### src/rtl/trp_defs.svh
// Constants of the timing reference and pulse generator: offsets, fields, resets, timings.
`ifndef TRP_DEFS_SVH
`define TRP_DEFS_SVH

// ****************************************************************
// Register byte addresses
// ****************************************************************
`define TRP_A_CTRL     8'h00
`define TRP_A_PERIOD   8'h04
`define TRP_A_OFFSET   8'h08
`define TRP_A_FREQ     8'h0C
`define TRP_A_CMD      8'h10
`define TRP_A_STATUS   8'h14
`define TRP_A_IRQ_STAT 8'h18
`define TRP_A_IRQ_MASK 8'h1C

// ****************************************************************
// Field positions and values
// ****************************************************************
`define TRP_CTRL_PERSIST 0
`define TRP_CTRL_REVERT  1
`define TRP_CTRL_FALL    2
`define TRP_IRQ_PULSE    0
`define TRP_IRQ_LOST     1
`define TRP_IRQ_BAD      2
`define TRP_IRQ_REVERT   3
`define TRP_CMD_FALL     12'h3DE
`define TRP_CMD_RISE     12'h3DF
`define TRP_PERIOD_MIN   7'h01
`define TRP_PERIOD_MAX   7'h78
`define TRP_PERIOD_RST   7'h02
`define TRP_FREQ_MIN     12'h064
`define TRP_FREQ_MAX     12'h834
`define TRP_FREQ_RST     12'h000

// ****************************************************************
// Timing
// ****************************************************************
`define TRP_CLK_NS        100
`define TRP_HALF_SEC_NS   500000000
`define TRP_HALF_SEC_CYC  (`TRP_HALF_SEC_NS / `TRP_CLK_NS)
`define TRP_PULSE_W_NS    1500000
`define TRP_PULSE_W_CYC   (`TRP_PULSE_W_NS / `TRP_CLK_NS)
`define TRP_OFFSET_MAX_NS 500000000
`define TRP_OFFSET_MAX    (`TRP_OFFSET_MAX_NS / `TRP_CLK_NS)

`endif

### src/rtl/trp_pkg.sv
// Types shared by the timing reference and pulse generator.
package trp_pkg;

   typedef enum logic [1:0] {
      TRP_INTERNAL,
      TRP_EXT_WAIT,
      TRP_EXT_LOCKED,
      TRP_EXT_LOST
   } trp_mode_t;

endpackage

### src/rtl/trp_pin_if.sv
// Carrier between the top level and the pin synchroniser.
`timescale 1ns/100ps
interface trp_pin_if #(parameter int W = 2);
   logic [W-1:0] raw;
   logic [W-1:0] level;
   logic [W-1:0] rise;
   logic [W-1:0] fall;
   modport syn (input raw, output level, output rise, output fall);
   modport usr (output raw, input level, input rise, input fall);
endinterface

### src/rtl/trp_sync.sv
// Three-stage pin synchroniser with agreement filter and edge pulses.
`timescale 1ns/100ps
module trp_sync #(
   parameter int W = 2
) (
   input  wire logic sys_clk_i,
   input  wire logic arst_n_i,
   trp_pin_if.syn    pins
);

   typedef struct packed {
      logic [W-1:0] s1;
      logic [W-1:0] s2;
      logic [W-1:0] s3;
      logic [W-1:0] lvl;
      logic [W-1:0] rise;
      logic [W-1:0] fall;
   } trp_sync_t;

   trp_sync_t st;
   trp_sync_t next_st;
   logic [W-1:0] agree;

   // A level is accepted only once the second and third stages agree.
   always_comb begin
      next_st      = st;
      agree        = ~(st.s2 ^ st.s3);
      next_st.s1   = pins.raw;
      next_st.s2   = st.s1;
      next_st.s3   = st.s2;
      next_st.lvl  = (st.s2 & agree) | (st.lvl & ~agree);
      next_st.rise = next_st.lvl & ~st.lvl;
      next_st.fall = ~next_st.lvl & st.lvl;
   end

   always_ff @(posedge sys_clk_i or negedge arst_n_i) begin
      if (!arst_n_i) begin
         st <= '0;
      end else begin
         st <= next_st;
      end
   end

   assign pins.level = st.lvl;
   assign pins.rise  = st.rise;
   assign pins.fall  = st.fall;

endmodule

### src/rtl/trp_top.sv
// Timing reference selection and timing pulse generator with AXI4-Lite registers.
//
// Notes on behaviour
// Period half second to 60 s, default 1 s.
// Pulse rests low, high 1-2 ms before fall.
// Default: rising edge on time boundary.
// Command 990 aligns falling edge to boundary.
// Command 991 restores rising edge alignment.
// Reference frequency 1-21 MHz, 10 kHz steps.
// Reference frequency resets to zero.
// Zero frequency selects internal crystal oscillator.
// Configured reference disables internal oscillator.
// Persist flag keeps frequency across power cycles.
// No revert: lock loss alarms, stays external.
// Revert: lock loss resets to internal oscillator.
// Locked reference resumes after power returns.
// Offset up to 500 ms, 100 ns steps.
// Period counted, restarted at time boundaries.
//
// Added by the designer: the AXI4-Lite register port and the register addresses.
`timescale 1ns/100ps
`include "trp_defs.svh"
module trp_top #(
   parameter int unsigned HALF_SEC_CYC = `TRP_HALF_SEC_CYC,
   parameter int unsigned PULSE_W_CYC  = `TRP_PULSE_W_CYC,
   parameter int unsigned OFFSET_MAX   = `TRP_OFFSET_MAX
) (
   input  wire logic        sys_clk_i,
   input  wire logic        arst_n_i,
   input  wire logic [7:0]  s_axi_awaddr_i,
   input  wire logic        s_axi_awvalid_i,
   output logic             s_axi_awready_o,
   input  wire logic [31:0] s_axi_wdata_i,
   input  wire logic [3:0]  s_axi_wstrb_i,
   input  wire logic        s_axi_wvalid_i,
   output logic             s_axi_wready_o,
   output logic [1:0]       s_axi_bresp_o,
   output logic             s_axi_bvalid_o,
   input  wire logic        s_axi_bready_i,
   input  wire logic [7:0]  s_axi_araddr_i,
   input  wire logic        s_axi_arvalid_i,
   output logic             s_axi_arready_o,
   output logic [31:0]      s_axi_rdata_o,
   output logic [1:0]       s_axi_rresp_o,
   output logic             s_axi_rvalid_o,
   input  wire logic        s_axi_rready_i,
   input  wire logic        time_boundary_i,
   input  wire logic        ref_lock_i,
   input  wire logic [11:0] nv_freq_i,
   input  wire logic        nv_persist_i,
   output logic             timing_pulse_o,
   output logic             osc_en_o,
   output logic             ext_ref_sel_o,
   output logic             alarm_o,
   output logic             irq_o,
   output logic [11:0]      nv_freq_o,
   output logic             nv_persist_o
);

   // ****************************************************************
   // State
   // ****************************************************************
   typedef struct packed {
      logic               awrdy;
      logic               wrdy;
      logic               bvalid;
      logic [1:0]         bresp;
      logic               arrdy;
      logic               rvalid;
      logic [1:0]         rresp;
      logic [31:0]        rdata;
      logic               aw_have;
      logic [7:0]         aw_addr;
      logic               w_have;
      logic [31:0]        w_data;
      logic [3:0]         w_strb;
      logic               booted;
      logic               persist;
      logic               revert;
      logic               fall_align;
      logic [6:0]         period;
      logic signed [24:0] offset;
      logic [11:0]        freq;
      trp_pkg::trp_mode_t mode;
      logic [3:0]         irq_stat;
      logic [3:0]         irq_mask;
      logic               irq;
      logic [31:0]        phase;
      logic [7:0]         hs_acc;
      logic               pulse;
      logic [31:0]        wcnt;
      logic               alarm;
      logic               osc_en;
      logic               ext_sel;
      logic [11:0]        nv_freq;
      logic               nv_persist;
   } trp_state_t;

   trp_state_t st;
   trp_state_t next_st;

   trp_pin_if #(.W(2)) pins ();

   assign pins.raw = {ref_lock_i, time_boundary_i};

   trp_sync #(.W(2)) u_sync (
      .sys_clk_i (sys_clk_i),
      .arst_n_i  (arst_n_i),
      .pins      (pins)
   );

   logic               aw_now;
   logic               w_now;
   logic               wr_fire;
   logic [7:0]         wr_addr;
   logic [31:0]        wv;
   logic [3:0]         ev;
   logic signed [31:0] rp;
   logic [31:0]        per_cyc;
   logic [7:0]         acc;
   logic               restart;
   logic               lock_lost;

   // Byte lanes not strobed keep old_v; every write passes zero as old_v, so they write as zero.
   function automatic logic [31:0] trp_merge(input logic [31:0] old_v,
                                             input logic [31:0] new_v,
                                             input logic [3:0]  strb);
      logic [31:0] r;
      r = old_v;
      for (int i = 0; i < 4; i++) begin
         if (strb[i]) begin
            r[8*i +: 8] = new_v[8*i +: 8];
         end
      end
      return r;
   endfunction

   // ****************************************************************
   // Next state
   // ****************************************************************
   always_comb begin
      next_st   = st;
      ev        = 4'h0;
      wv        = 32'h0000_0000;
      restart   = 1'b0;
      lock_lost = 1'b0;
      acc       = st.hs_acc;

      // Address and data are taken in either order; the write happens in the cycle the second of them is taken.
      aw_now  = st.aw_have | (s_axi_awvalid_i & st.awrdy);
      w_now   = st.w_have | (s_axi_wvalid_i & st.wrdy);
      wr_fire = aw_now & w_now;
      wr_addr = st.aw_have ? st.aw_addr : s_axi_awaddr_i;
      if (s_axi_awvalid_i && st.awrdy) begin
         next_st.aw_have = 1'b1;
         next_st.aw_addr = s_axi_awaddr_i;
      end
      if (s_axi_wvalid_i && st.wrdy) begin
         next_st.w_have = 1'b1;
         next_st.w_data = s_axi_wdata_i;
         next_st.w_strb = s_axi_wstrb_i;
      end
      if (st.bvalid && s_axi_bready_i) begin
         next_st.bvalid = 1'b0;
      end

      if (wr_fire) begin
         next_st.aw_have = 1'b0;
         next_st.w_have  = 1'b0;
         next_st.bvalid  = 1'b1;
         next_st.bresp   = 2'h0;
         wv = st.w_have ? trp_merge(32'h0000_0000, st.w_data, st.w_strb)
                        : trp_merge(32'h0000_0000, s_axi_wdata_i, s_axi_wstrb_i);
         unique case ({wr_addr[7:2], 2'b00})
            `TRP_A_CTRL: begin
               next_st.persist = wv[`TRP_CTRL_PERSIST];
               next_st.revert  = wv[`TRP_CTRL_REVERT];
            end
            `TRP_A_PERIOD: begin
               if (wv[31:0] >= 32'(`TRP_PERIOD_MIN) && wv[31:0] <= 32'(`TRP_PERIOD_MAX)) begin
                  next_st.period = wv[6:0];
               end else begin
                  ev[`TRP_IRQ_BAD] = 1'b1;
               end
            end
            `TRP_A_OFFSET: begin
               if ($signed(wv) <= $signed(OFFSET_MAX) &&
                   $signed(wv) >= -$signed(OFFSET_MAX)) begin
                  next_st.offset = wv[24:0];
               end else begin
                  ev[`TRP_IRQ_BAD] = 1'b1;
               end
            end
            `TRP_A_FREQ: begin
               if (wv == 32'h0000_0000) begin
                  next_st.freq = 12'h000;
                  next_st.mode = trp_pkg::TRP_INTERNAL;
               end else if (wv <= 32'(`TRP_FREQ_MAX) && wv >= 32'(`TRP_FREQ_MIN)) begin
                  next_st.freq = wv[11:0];
                  next_st.mode = trp_pkg::TRP_EXT_WAIT;
               end else begin
                  ev[`TRP_IRQ_BAD] = 1'b1;
               end
            end
            `TRP_A_CMD: begin
               if (wv[11:0] == `TRP_CMD_FALL && wv[31:12] == 20'h00000) begin
                  next_st.fall_align = 1'b1;
               end else if (wv[11:0] == `TRP_CMD_RISE && wv[31:12] == 20'h00000) begin
                  next_st.fall_align = 1'b0;
               end else begin
                  ev[`TRP_IRQ_BAD] = 1'b1;
               end
            end
            `TRP_A_IRQ_STAT: begin
               next_st.irq_stat = st.irq_stat & ~wv[3:0];
            end
            `TRP_A_IRQ_MASK: begin
               next_st.irq_mask = wv[3:0];
            end
            `TRP_A_STATUS: begin
            end
            default: begin
               next_st.bresp = 2'h2;
            end
         endcase
      end
      next_st.awrdy = ~next_st.aw_have & ~next_st.bvalid;
      next_st.wrdy  = ~next_st.w_have & ~next_st.bvalid;

      // Reads answer one cycle after the address is taken.
      if (st.rvalid && s_axi_rready_i) begin
         next_st.rvalid = 1'b0;
      end
      if (s_axi_arvalid_i && st.arrdy) begin
         next_st.rvalid = 1'b1;
         next_st.rresp  = 2'h0;
         next_st.rdata  = 32'h0000_0000;
         unique case ({s_axi_araddr_i[7:2], 2'b00})
            `TRP_A_CTRL: begin
               next_st.rdata[`TRP_CTRL_PERSIST] = st.persist;
               next_st.rdata[`TRP_CTRL_REVERT]  = st.revert;
               next_st.rdata[`TRP_CTRL_FALL]    = st.fall_align;
            end
            `TRP_A_PERIOD:   next_st.rdata[6:0]  = st.period;
            `TRP_A_OFFSET:   next_st.rdata       = 32'($signed(st.offset));
            `TRP_A_FREQ:     next_st.rdata[11:0] = st.freq;
            `TRP_A_STATUS:   next_st.rdata[2:0]  = {st.alarm, pins.level[1], st.ext_sel};
            `TRP_A_IRQ_STAT: next_st.rdata[3:0]  = st.irq_stat;
            `TRP_A_IRQ_MASK: next_st.rdata[3:0]  = st.irq_mask;
            `TRP_A_CMD:      next_st.rdata       = 32'h0000_0000;
            default:         next_st.rresp       = 2'h2;
         endcase
      end
      next_st.arrdy = ~next_st.rvalid;

      // The retained store is caught once, on the first edge after reset release.
      if (!st.booted) begin
         next_st.booted = 1'b1;
         if (nv_persist_i && nv_freq_i >= `TRP_FREQ_MIN && nv_freq_i <= `TRP_FREQ_MAX) begin
            next_st.persist = 1'b1;
            next_st.freq    = nv_freq_i;
            next_st.mode    = trp_pkg::TRP_EXT_WAIT;
         end
      end

      // ****************************************************************
      // Reference selection and lock supervision
      // ****************************************************************
      unique case (st.mode)
         trp_pkg::TRP_INTERNAL: begin
         end
         trp_pkg::TRP_EXT_WAIT: begin
            if (pins.level[1] && next_st.mode == trp_pkg::TRP_EXT_WAIT) begin
               next_st.mode = trp_pkg::TRP_EXT_LOCKED;
            end
         end
         trp_pkg::TRP_EXT_LOCKED: begin
            if (pins.fall[1] && next_st.mode == trp_pkg::TRP_EXT_LOCKED) begin
               lock_lost = 1'b1;
               if (st.revert) begin
                  next_st.freq = 12'h000;
                  next_st.mode = trp_pkg::TRP_INTERNAL;
                  ev[`TRP_IRQ_REVERT] = 1'b1;
                  restart = 1'b1;
               end else begin
                  next_st.mode = trp_pkg::TRP_EXT_LOST;
                  ev[`TRP_IRQ_LOST] = 1'b1;
               end
            end
         end
         trp_pkg::TRP_EXT_LOST: begin
            if (pins.level[1] && next_st.mode == trp_pkg::TRP_EXT_LOST) begin
               next_st.mode = trp_pkg::TRP_EXT_LOCKED;
            end
         end
      endcase
      next_st.alarm   = (next_st.mode == trp_pkg::TRP_EXT_LOST);
      next_st.osc_en  = (next_st.freq == 12'h000);
      next_st.ext_sel = (next_st.freq != 12'h000);
      next_st.nv_persist = next_st.persist;
      next_st.nv_freq    = next_st.persist ? next_st.freq : 12'h000;

      // ****************************************************************
      // Pulse timing
      // ****************************************************************
      per_cyc = 32'(st.period) * 32'(HALF_SEC_CYC);
      if (pins.rise[0]) begin
         acc = 8'((16'(st.hs_acc) + 16'h0002) % 16'(st.period));
         restart = restart | (acc == 8'h00);
         next_st.hs_acc = acc;
      end
      rp = -32'($signed(st.offset));
      if (st.fall_align) begin
         rp = rp - $signed(32'(PULSE_W_CYC));
      end
      if (rp < 0) begin
         rp = rp + $signed(per_cyc);
      end
      if (rp < 0) begin
         rp = rp + $signed(per_cyc);
      end
      if (rp >= $signed(per_cyc)) begin
         rp = rp - $signed(per_cyc);
      end
      if (restart) begin
         next_st.phase = 32'h0000_0000;
      end else if (st.phase + 32'h0000_0001 >= per_cyc) begin
         next_st.phase = 32'h0000_0000;
      end else begin
         next_st.phase = st.phase + 32'h0000_0001;
      end

      // The pulse is a fixed 1.5 ms high interval ending at its falling edge.
      if (st.pulse) begin
         if (st.wcnt == 32'h0000_0001) begin
            next_st.pulse = 1'b0;
         end
         next_st.wcnt = st.wcnt - 32'h0000_0001;
      end else if (st.phase == $unsigned(rp)) begin
         next_st.pulse = 1'b1;
         next_st.wcnt  = 32'(PULSE_W_CYC);
         ev[`TRP_IRQ_PULSE] = 1'b1;
      end

      // A set arriving in the cycle of its clear wins.
      next_st.irq_stat = next_st.irq_stat | ev;
      next_st.irq      = |(next_st.irq_stat & next_st.irq_mask);
   end

   always_ff @(posedge sys_clk_i or negedge arst_n_i) begin
      if (!arst_n_i) begin
         st            <= '0;
         st.awrdy      <= 1'b1;
         st.wrdy       <= 1'b1;
         st.arrdy      <= 1'b1;
         st.period     <= `TRP_PERIOD_RST;
         st.freq       <= `TRP_FREQ_RST;
         st.mode       <= trp_pkg::TRP_INTERNAL;
         st.osc_en     <= 1'b1;
      end else begin
         st <= next_st;
      end
   end

   assign s_axi_awready_o = st.awrdy;
   assign s_axi_wready_o  = st.wrdy;
   assign s_axi_bvalid_o  = st.bvalid;
   assign s_axi_bresp_o   = st.bresp;
   assign s_axi_arready_o = st.arrdy;
   assign s_axi_rvalid_o  = st.rvalid;
   assign s_axi_rresp_o   = st.rresp;
   assign s_axi_rdata_o   = st.rdata;
   assign timing_pulse_o  = st.pulse;
   assign osc_en_o        = st.osc_en;
   assign ext_ref_sel_o   = st.ext_sel;
   assign alarm_o         = st.alarm;
   assign irq_o           = st.irq;
   assign nv_freq_o       = st.nv_freq;
   assign nv_persist_o    = st.nv_persist;

   // ****************************************************************
   // Checks
   // ****************************************************************
   logic [31:0] hi_cnt;

   always_ff @(posedge sys_clk_i or negedge arst_n_i) begin
      if (!arst_n_i) begin
         hi_cnt <= 32'h0000_0000;
      end else begin
         hi_cnt <= timing_pulse_o ? hi_cnt + 32'h0000_0001 : 32'h0000_0000;
      end
   end
endmodule

### config.mk
export PLATFORM = sky130hd
export DESIGN_NAME = trp_top
export DESIGN_NICKNAME = d
export VERILOG_FILES = /design/src/rtl/trp_pkg.sv /design/src/rtl/trp_pin_if.sv /design/src/rtl/trp_sync.sv /design/src/rtl/trp_top.sv
export VERILOG_INCLUDE_DIRS = /design/src /design/src/rtl
export SDC_FILE = /design/constraint.sdc
export NUM_CORES = 1
export LEC_CHECK = 0
export BUFFER_PORTS_ARGS = -buffer_cell sky130_fd_sc_hd__buf_4
export CAP_MARGIN = 20
export CORE_MARGIN = 5
export CORE_UTILIZATION = 64
export DETAILED_ROUTE_END_ITERATION = 6
export PLACE_DENSITY = 0.83
export SETUP_SLACK_MARGIN = 0.4
export SYNTH_ARGS = -nofsm -noshare
export SYNTH_HDL_FRONTEND = slang
export SYNTH_SLANG_ARGS = --single-unit
### constraint.sdc
create_clock -name sys_clk_i -period 45.3 [get_ports sys_clk_i]
set_input_delay 9.06 -clock sys_clk_i [delete_from_list [all_inputs] [get_ports sys_clk_i]]
set_output_delay 9.06 -clock sys_clk_i [all_outputs]
set_load 0.01 [all_outputs]
# ---- Yosys cells after proc, flatten, opt, wreduce, memory -nomap -nowiden
# Index checks and enable logic that the tools add are counted.
# Widths: inputs -> output; s select.
dict set report classes {
  n_addsub 8
  n_mul 1
  n_div 1
  magnitude_cmp 12
  n_eq_ne 25
  muxes 85
  bitwise_logic 26
  reduce_logical 31
}
# cell n
set ops {}
lappend ops {{$mux 32} 7}
lappend ops {{$mux 8} 17}
lappend ops {{$mux 14} 6}
lappend ops {{$mux 33} 2}
lappend ops {{$add 32x31->32} 2}
lappend ops {{$lt 32x1->1 const B} 2}
lappend ops {{$mux 57} 1}
lappend ops {{$mux 25} 2}
lappend ops {{$eq 6x3->1 const B} 8}
lappend ops {{$mux 37} 1}
lappend ops {{$mux 12} 3}
lappend ops {{$mux 35} 1}
lappend ops {{$add 32x1->32 const B} 1}
lappend ops {{$eq 32x1->1 const B} 1}
lappend ops {{$eq 32x32->1} 1}
lappend ops {{$ge 32x1->1 const B} 1}
lappend ops {{$ge 32x24->1 const B} 1}
lappend ops {{$ge 32x30->1} 1}
lappend ops {{$ge 32x31->1} 1}
lappend ops {{$ge 32x7->1 const B} 1}
lappend ops {{$le 32x12->1 const B} 1}
lappend ops {{$le 32x24->1 const B} 1}
lappend ops {{$le 32x7->1 const B} 1}
lappend ops {{$logic_not 32->1} 1}
lappend ops {{other kinds (48)} 125}
dict set report totals {
  reg_bits 245
  in_bits 74
  out_inout_bits 59
  word_cells 227
}

# ---- Longest topological paths before layout
# Gate-level depths: netlist of run 1.
dict set report depth {
  word_depth 20
  depth_mapped 178
  ltp_nobuf 168
}

# ---- Hierarchy
# From an unflattened synthesis of run 1, not the netlist that was laid out.
dict set report unflattened {
  hier_cells 3214
  hier_area_um2 26640.6
}
# module instances cells_each area_each_um2 seq_area_each_um2
set by_module_without_submodules {}
lappend by_module_without_submodules {trp_top 1 3190 26238.9 5586.6}
lappend by_module_without_submodules {trp_sync 1 24 401.6 300.3}

# ---- Worst setup path after synthesis of run 1
# No wires, ideal clock.
dict set report synth_path {
  path_type {register to register}
  startpoint {register st[137] (netlist name)}
  endpoint {register st[52] (netlist name)}
  setup_ns 0.137
  arrival_time_ns 33.619
  required_ns 45.163
  path_slack_ns 11.544
  path_stages_with_launch 165
  n_path_buf 10
  period_less_slack_ns 33.756
  path_cell_list {dfrtp_1 > inv_1 > ha_1 > o21a_1 > o21ai_0 > nor2_1 > ha_1 > nand2_1 > or4_1 > or4_1 > clkbuf_1 > o211ai_2 > a21oi_1 > ha_1 > o21a_1 > o21ai_0 > a211oi_1 > mux2_2 > [... 129 more ...] > a21o_1 > a21o_1 > or4_1 > or4_1 > buf_4 > mux2_2 > ha_1 > a21o_1 > a21oi_1 > o21bai_1 > a21oi_1 > o21ai_0 > a2111o_1 > or3_1 > o31ai_1 > clkbuf_1 > mux2i_1 > a21oi_1}
}
dict set report synth_between {
  elab_chain_len 1
}
# element line
set synth_rtl {}
lappend synth_rtl {{start: declaration} trp_top.sv:99} ;# trp_state_t st;
lappend synth_rtl {{start signal: assignment} trp_top.sv:361} ;# st <= next_st;
lappend synth_rtl {{$mod 16x7->16} trp_top.sv:308} ;# acc = 8'((16'(st.hs_acc) + 16'h0002) % 16'(st.period));
# Every way passes these cells.
# A chain may end at the register's enable or synchronous reset.

==> impl_results.md, run 1 <==
* Status: finished, violations left
* Failing checks: DRC
* Ranking of synthesized cells by area: dfrtp_1 21%, ha_1 12%, xnor2_1 4.8%
* Seq pwr share at 0.133
* Final net count at 3648
* Post-CTS Setup Bufs at 0
* Residual DRC at 2
* Vias per cell at 6.50
* Int Power at 1.05 mW
* WS Path Type: register to register
* Count of cell types in the netlist at 119
* Die Height at 214 um
* Clock slew at reported path FFs at 0.07 ns
* Clk_lat worst skew at 0.56 ns
* Post-synthesis async set-or-reset flop share at 1.00
* CTS sink cnt at 233
* CTS tree: done
* Min cycle time layout at 40.85 ns
* Aggregate global routing overflow at 0
* CTS resizes at 0
* Chip Width at 214 um
* Dpl cell area at 27600 sq um
* Worst setup EP type: register
* PwrDens at 74.7 nW/um^2
* Leading area contributor after synthesis: dfrtp_1
* Gr usage total at 0.315
* Worst EP required at 45.70 ns
* Antenna-violating nets left at 0
* Vias in the first global route at 24600
* Initial Utilization at 0.648
* Final Hold Viols at 0
* Crit path largest cell delay at 0.86 ns
* Routability-driven placement congestion ratio at 0.986
* CP delay by family, top: compound AO/OA/AOI/OAI gates
* Clock share of power at 0.098
* Crit path max fanout at 30
* Logic pwr share at 0.769
* Final Cycle Share at 0.902
* Area share of the largest cell type after synthesis at 0.215
* Antenna diodes at 0
* CTS root buffer: clkbuf_16
* Rows at 74
* Hold Crit Start: u_sync.next_st[9]
* Max-cap violations at 0
* Met1 Use GR at 0.414
* Final setup fails at 0
* DR pass1 iterations at 7
* YS warnings at 0
* Relative slew slack at 0.210
* P&R area growth vs syn at 6.94%
* Wire per inst at 19.3 um
* WL final at 74100 um
* Clock Skew at 0.0355 ns
* Met2 Usage GRT at 0.540
* Starting DRT DRC Count at 2163
* I/O Pins at 133
* Multi-input gate area at 19300 sq um
* CP startpoint kind: register
* Storage element area at 5840 sq um
* Sw frac at 0.506
* Via count at 25000
* WP data arrival at 41.25 ns
* Worst R2R Start: st[137]
* Post-synthesis cell area at 26600 sq um
* Most frequent CP cell: a21o_1
* DP Wirelength at 57600 um
* Slew Viols, Final at 0
* Switching pwr at 1.07 mW
* DIE AREA at 45700 sq um
* Number of antenna violations at the first check in global routing at 2
* GR Layer Usage met3 at 0.0470
* RSZ-0062 raised after global routing: no
* # H-tree levels at 1
* Pwr Total at 2.12 mW
* Number of port buffers at 126
* Ratio of cells with drive above 1 in the final layout at 0.116
* Post-synth EDFFs at 0
* Max Root-Sink Buffers at 3
* Hold-fix buffers, CTS at 0
* First-pass GRT wire length at 121000 um
* Avg Synthesized Cell Area at 8.16 sq um
* Leak at 13.5 nW
* Largest net degree at the start of global routing at 115
* Worst Max-Slew Pin Slew at 1.19 ns
* CORE AREA at 41000 sq um
* Slowest stage cell on the critical path: a211oi_1
* Flops & latches, synth at 233
* Cells after Synth at 3258
* WP buf/inv at 8
* Ys flop type: dfrtp_1
* Fmax at 24.5 MHz
* Most common cell after layout, fill and taps aside: nand2_1
* Post-synthesis sequential area ratio at 0.219
* TritonCTS buffer count at 24
* Crit path launch: st[137]
* Most frequent cells in the layout: 281 x nand2_1, 262 x ha_1, 235 x nor2_1, 234 x o21ai_0, 228 x dfrtp_1
* Final Instance Area at 28400 sq um
* Filler cell count at 3203
* VDD IR-drop max at 0.0000893 V
* HP Class: register to register
* GR peak layer: met2
* Setup total negative slack at 0 ns
==> cell type report <==
class,count,area share
Multi-Input combinational cell,2691,0.677
Sequential cell,233,0.205
Timing Repair Buffer,149,0.0396
Inverter,194,0.0256
Tap cell,532,0.0234
Clock buffer,29,0.0225
Clock inverter,15,0.00629
==> cell usage after synthesis, drive strengths merged (17+ instances only) <==
master / n
a211oi: 37
and3: 35
a21boi: 27
a31oi: 25
xor2: 107
nand2: 282
nand2b: 40
ha: 262
o21ai: 247
a22oi: 30
nand4: 44
dfrtp: 228
mux2i: 52
nor2: 244
nor4: 37
nor3: 81
mux2: 83
o21bai: 19
nor2b: 67
a22o: 24
xnor2: 148
a21oi: 196
o31ai: 41
and2: 40
inv: 194
o211ai: 42
o21a: 36
a21o: 94
buf: 73
or2: 17
nand3: 86
clkbuf: 74
or3: 41
fa: 19
==> power groups by stage <==
| stage | Combinational, mW | Clock (mW) | Sequential [mW] |
|---|---|---|---|
| CTS | 1.60 | 0.210 | 0.280 |
| global route | 1.79 | 0.220 | 0.286 |
| detailed placement | 1.59 | 0 | 0.283 |
| global placement | 1.52 | 0 | 0.280 |
| finish | 1.63 | 0.209 | 0.282 |
| floorplan | 1.27 | 0 | 0.268 |
==> cells by family after synthesis <==
| kind of cell | share of synthesized area |
|---|---|
| fa+ha+maj | 0.138 |
| flops | 0.219 |
| other cells | 0.000282 |
| mux | 0.0555 |
| buf+inv | 0.0582 |
| compound gates | 0.234 |
| simple gates | 0.207 |
| xor+xnor | 0.0865 |
==> layer usage <==
layer  vias to the layer above  part of all wire
met5                         -           0.00036
met4                         4             0.028
met3                       155             0.071
met2                       893              0.47
met1                     12100              0.43
li1                      11900                 -
==> registers in the layout (all words and copies together) (netlist names) <==
register,count
s_axi_rvalid_o,1
s_axi_rdata_o,25
u_sync.pins.fall,1
s_axi_wready_o,1
s_axi_awready_o,1
osc_en_o,1
u_sync.st,2
st,173
s_axi_rresp_o,1
ext_ref_sel_o,1
u_sync.pins.level,2
s_axi_bresp_o,1
timing_pulse_o,1
s_axi_bvalid_o,1
u_sync.pins.rise,1
nv_persist_o,1
irq_o,1
s_axi_arready_o,1
nv_freq_o,12
alarm_o,1
u_sync.next_st,4
==> through the flow <==
step                      hold slack, ns  cells  utilization  worst slack [ns]
after floorplan                    0.331   3265            -             11.54
after global placement             0.336   3798        0.673              5.58
after detailed placement           0.350   3798        0.673              4.55
after CTS                          0.369   3842        0.693              4.32
after global routing               0.376   3843        0.693              1.74
final                              0.372   3843        0.693              4.45
==> path summary, 6_finish.rpt <==
kind                                      to  slack, ns  cells past startpoint
max                                   st[77]       4.45                    161
min in group asynchronous            st[177]       8.55                      1
max in group asynchronous             st[73]      35.36                      2
min reg2reg                u_sync.next_st[7]       0.37                      0
min                        u_sync.next_st[7]       0.37                      0
max reg2reg                           st[77]       4.45                    161
(Power assumes the default switching activity.)
==> run 2: changes to the inputs <==
BUFFER_PORTS_ARGS = -buffer_cell sky130_fd_sc_hd__buf_2   (was -buffer_cell sky130_fd_sc_hd__buf_4)
==> run 2 against run 1 <==
Compared with the run above:
- via count hardly changed
- power fell by 0.44%
- critical path depth fell by 1
- sequential power barely moved
- non-clock buffer count increased by 3
- critical path type unchanged
- global-route usage is 0.097 points higher
- final cell count increased by 0.10%
- first-iteration DRC count shrank 16%
- the run now ends clean
- fmax decreased by 0.94%
- clock power decreased by 4%
- sequential cell count unchanged
- die area is the same
==> impl_results.md, run 2 (same netlist as run 1, synthesis figures left out) <==
* CP startpoint kind: register
* Hold Crit Start: u_sync.next_st[9]
* Routability-driven placement congestion ratio at 1.00
* Worst setup EP type: register
* Hold Crit Endpoint: u_sync.next_st[7]
* Status: finished, final reports clean
* Final core utilization at 0.686
* Vias per cell at 6.49
* Most frequent cells in the layout: 281 x nand2_1, 262 x ha_1, 235 x nor2_1, 234 x o21ai_0, 228 x dfrtp_1
* Final worst slack at 4.06 ns
* Filler cell count at 3234
* Final Hold Viols at 0
* Number of port buffers at 126
* Relative slew slack at 0.310
* DR pass1 iterations at 7
* Post-CTS Setup Bufs at 0
* P&R area growth vs syn at 5.79%
* Most frequent CP cell: a21o_1
* Max-cap violations at 0
* Slowest stage cell on the critical path: a311o_2
* Crit path largest cell delay at 0.84 ns
* CORE AREA at 41000 sq um
* Crit path max fanout at 30
* Vias in the first global route at 24600
* Wire per inst at 19.3 um
* DP Worst Slack at 4.72 ns
* Via count at 25000
* Max Root-Sink Buffers at 3
* RSZ-0062 raised after global routing: no
* Hold-fix buffers, CTS at 0
* Worst EP required at 45.70 ns
* TritonCTS buffer count at 25
* Final setup fails at 0
* Slew Viols, Final at 0
* WL final at 74400 um
* Hold depth at 0
* HP Class: register to register
* Aggregate global routing overflow at 0
* Chip Width at 214 um
* Starting DRT DRC Count at 1825
* Ratio of cells with drive above 1 in the final layout at 0.115
* Top reg by flops: st
* CTS root buffer: clkbuf_16
* I/O Pins at 133
* WS Path Type: register to register
* PwrDens at 75.2 nW/um^2
* Initial Utilization at 0.648
* Final net count at 3652
* Clock Skew at 0.0355 ns
* Leak at 13.4 nW
* Largest net degree at the start of global routing at 104
* Most common cell after layout, fill and taps aside: nand2_1
* FF-to-FF path depth at 160
* # H-tree levels at 1
* Antenna-violating nets left at 0
* CTS resizes at 0
* Worst R2R End: st[80]
* Number of flip-flops in the largest register at 173
* R2R Setup Slk at 4.06 ns
* Worst Max-Slew Pin Slew at 1.03 ns
* Number of antenna violations at the first check in global routing at 3
* Clock slew at reported path FFs at 0.06 ns
* Residual DRC at 0
* WP data arrival at 41.64 ns
* Clk_lat worst skew at 0.55 ns
* Fmax at 24.2 MHz
* CTS sink cnt at 233
* First-pass GRT wire length at 121000 um
* DIE AREA at 45700 sq um
* Final Cycle Share at 0.910
* Setup total negative slack at 0 ns
* Rows at 74
* VDD IR-drop max at 0.0000881 V
* CTS tree: done
* Worst R2R Start: st[137]
* Min cycle time layout at 41.24 ns
* Gr usage total at 0.316
* Die Height at 214 um
* DP Wirelength at 57800 um
[run 2: layer usage]
layer  routed length (um)  share of wire  GRT usage  vias to the layer above
li1                     -              -          -                    11900
met2                35200           0.47      0.545                      976
met4                 2410          0.032      0.101                        4
met1                31600           0.43      0.411                    11900
met5                   23        0.00031          0                        -
met3                 5110          0.069     0.0437                      188
[run 2: final cells by class]
| type | count | area, sq um | share of cell area |
|---|---|---|---|
| Antenna cell | 1 | 2.50 | 0.0000889 |
| Clock buffer | 38 | 714 | 0.0254 |
| Clock inverter | 6 | 70.1 | 0.00249 |
| Inverter | 194 | 728 | 0.0259 |
| Multi-Input combinational cell | 2691 | 19300 | 0.685 |
| Sequential cell | 233 | 5840 | 0.207 |
| Tap cell | 532 | 666 | 0.0237 |
| Timing Repair Buffer | 152 | 853 | 0.0303 |
[run 2: critical path: cells and delay by family, from the launching register on]
kind / cells / cell delay [ns]
AOI/OAI and AO/OA: 85 / 20.15
and+or+nand+nor: 50 / 12.57
adders and majority gates: 15 / 5.25
muxes: 3 / 1.08
DFF: 1 / 0.81
buffers and inverters: 5 / 0.78
xor gates and xnor gates: 2 / 0.35
[run 2: how the worst max path moves through the flow]
| stage | startpoint | to | slack, ns | cells past startpoint |
|---|---|---|---|---|
| after floorplan | st[137] | st[52] | 11.54 | 164 |
| after global placement | st[50] | st[83] | 5.64 | 158 |
| after detailed placement | st[137] | st[73] | 4.72 | 158 |
| after CTS | st[137] | st[61] | 4.57 | 157 |
| after global routing | st[50] | st[78] | 1.37 | 161 |
| final | st[137] | st[80] | 4.06 | 160 |
[run 2: power by group]
group | switching [mW] | total, mW | internal (mW)
registers | 0.0361 | 0.282 | 0.246
clock network | 0.0855 | 0.200 | 0.115
logic | 0.952 | 1.63 | 0.681
total | 1.07 | 2.11 | 1.04
[run 2: stage by stage]
step	area [sq um]	hold WS, ns	power [mW]	std cells
after global placement	27300	0.337	1.80	3800
after CTS	28100	0.370	2.08	3844
after global routing	28100	0.381	2.29	3846
final	28100	0.368	2.11	3847
after floorplan	26600	0.331	1.54	3265
after detailed placement	27300	0.358	1.87	3800
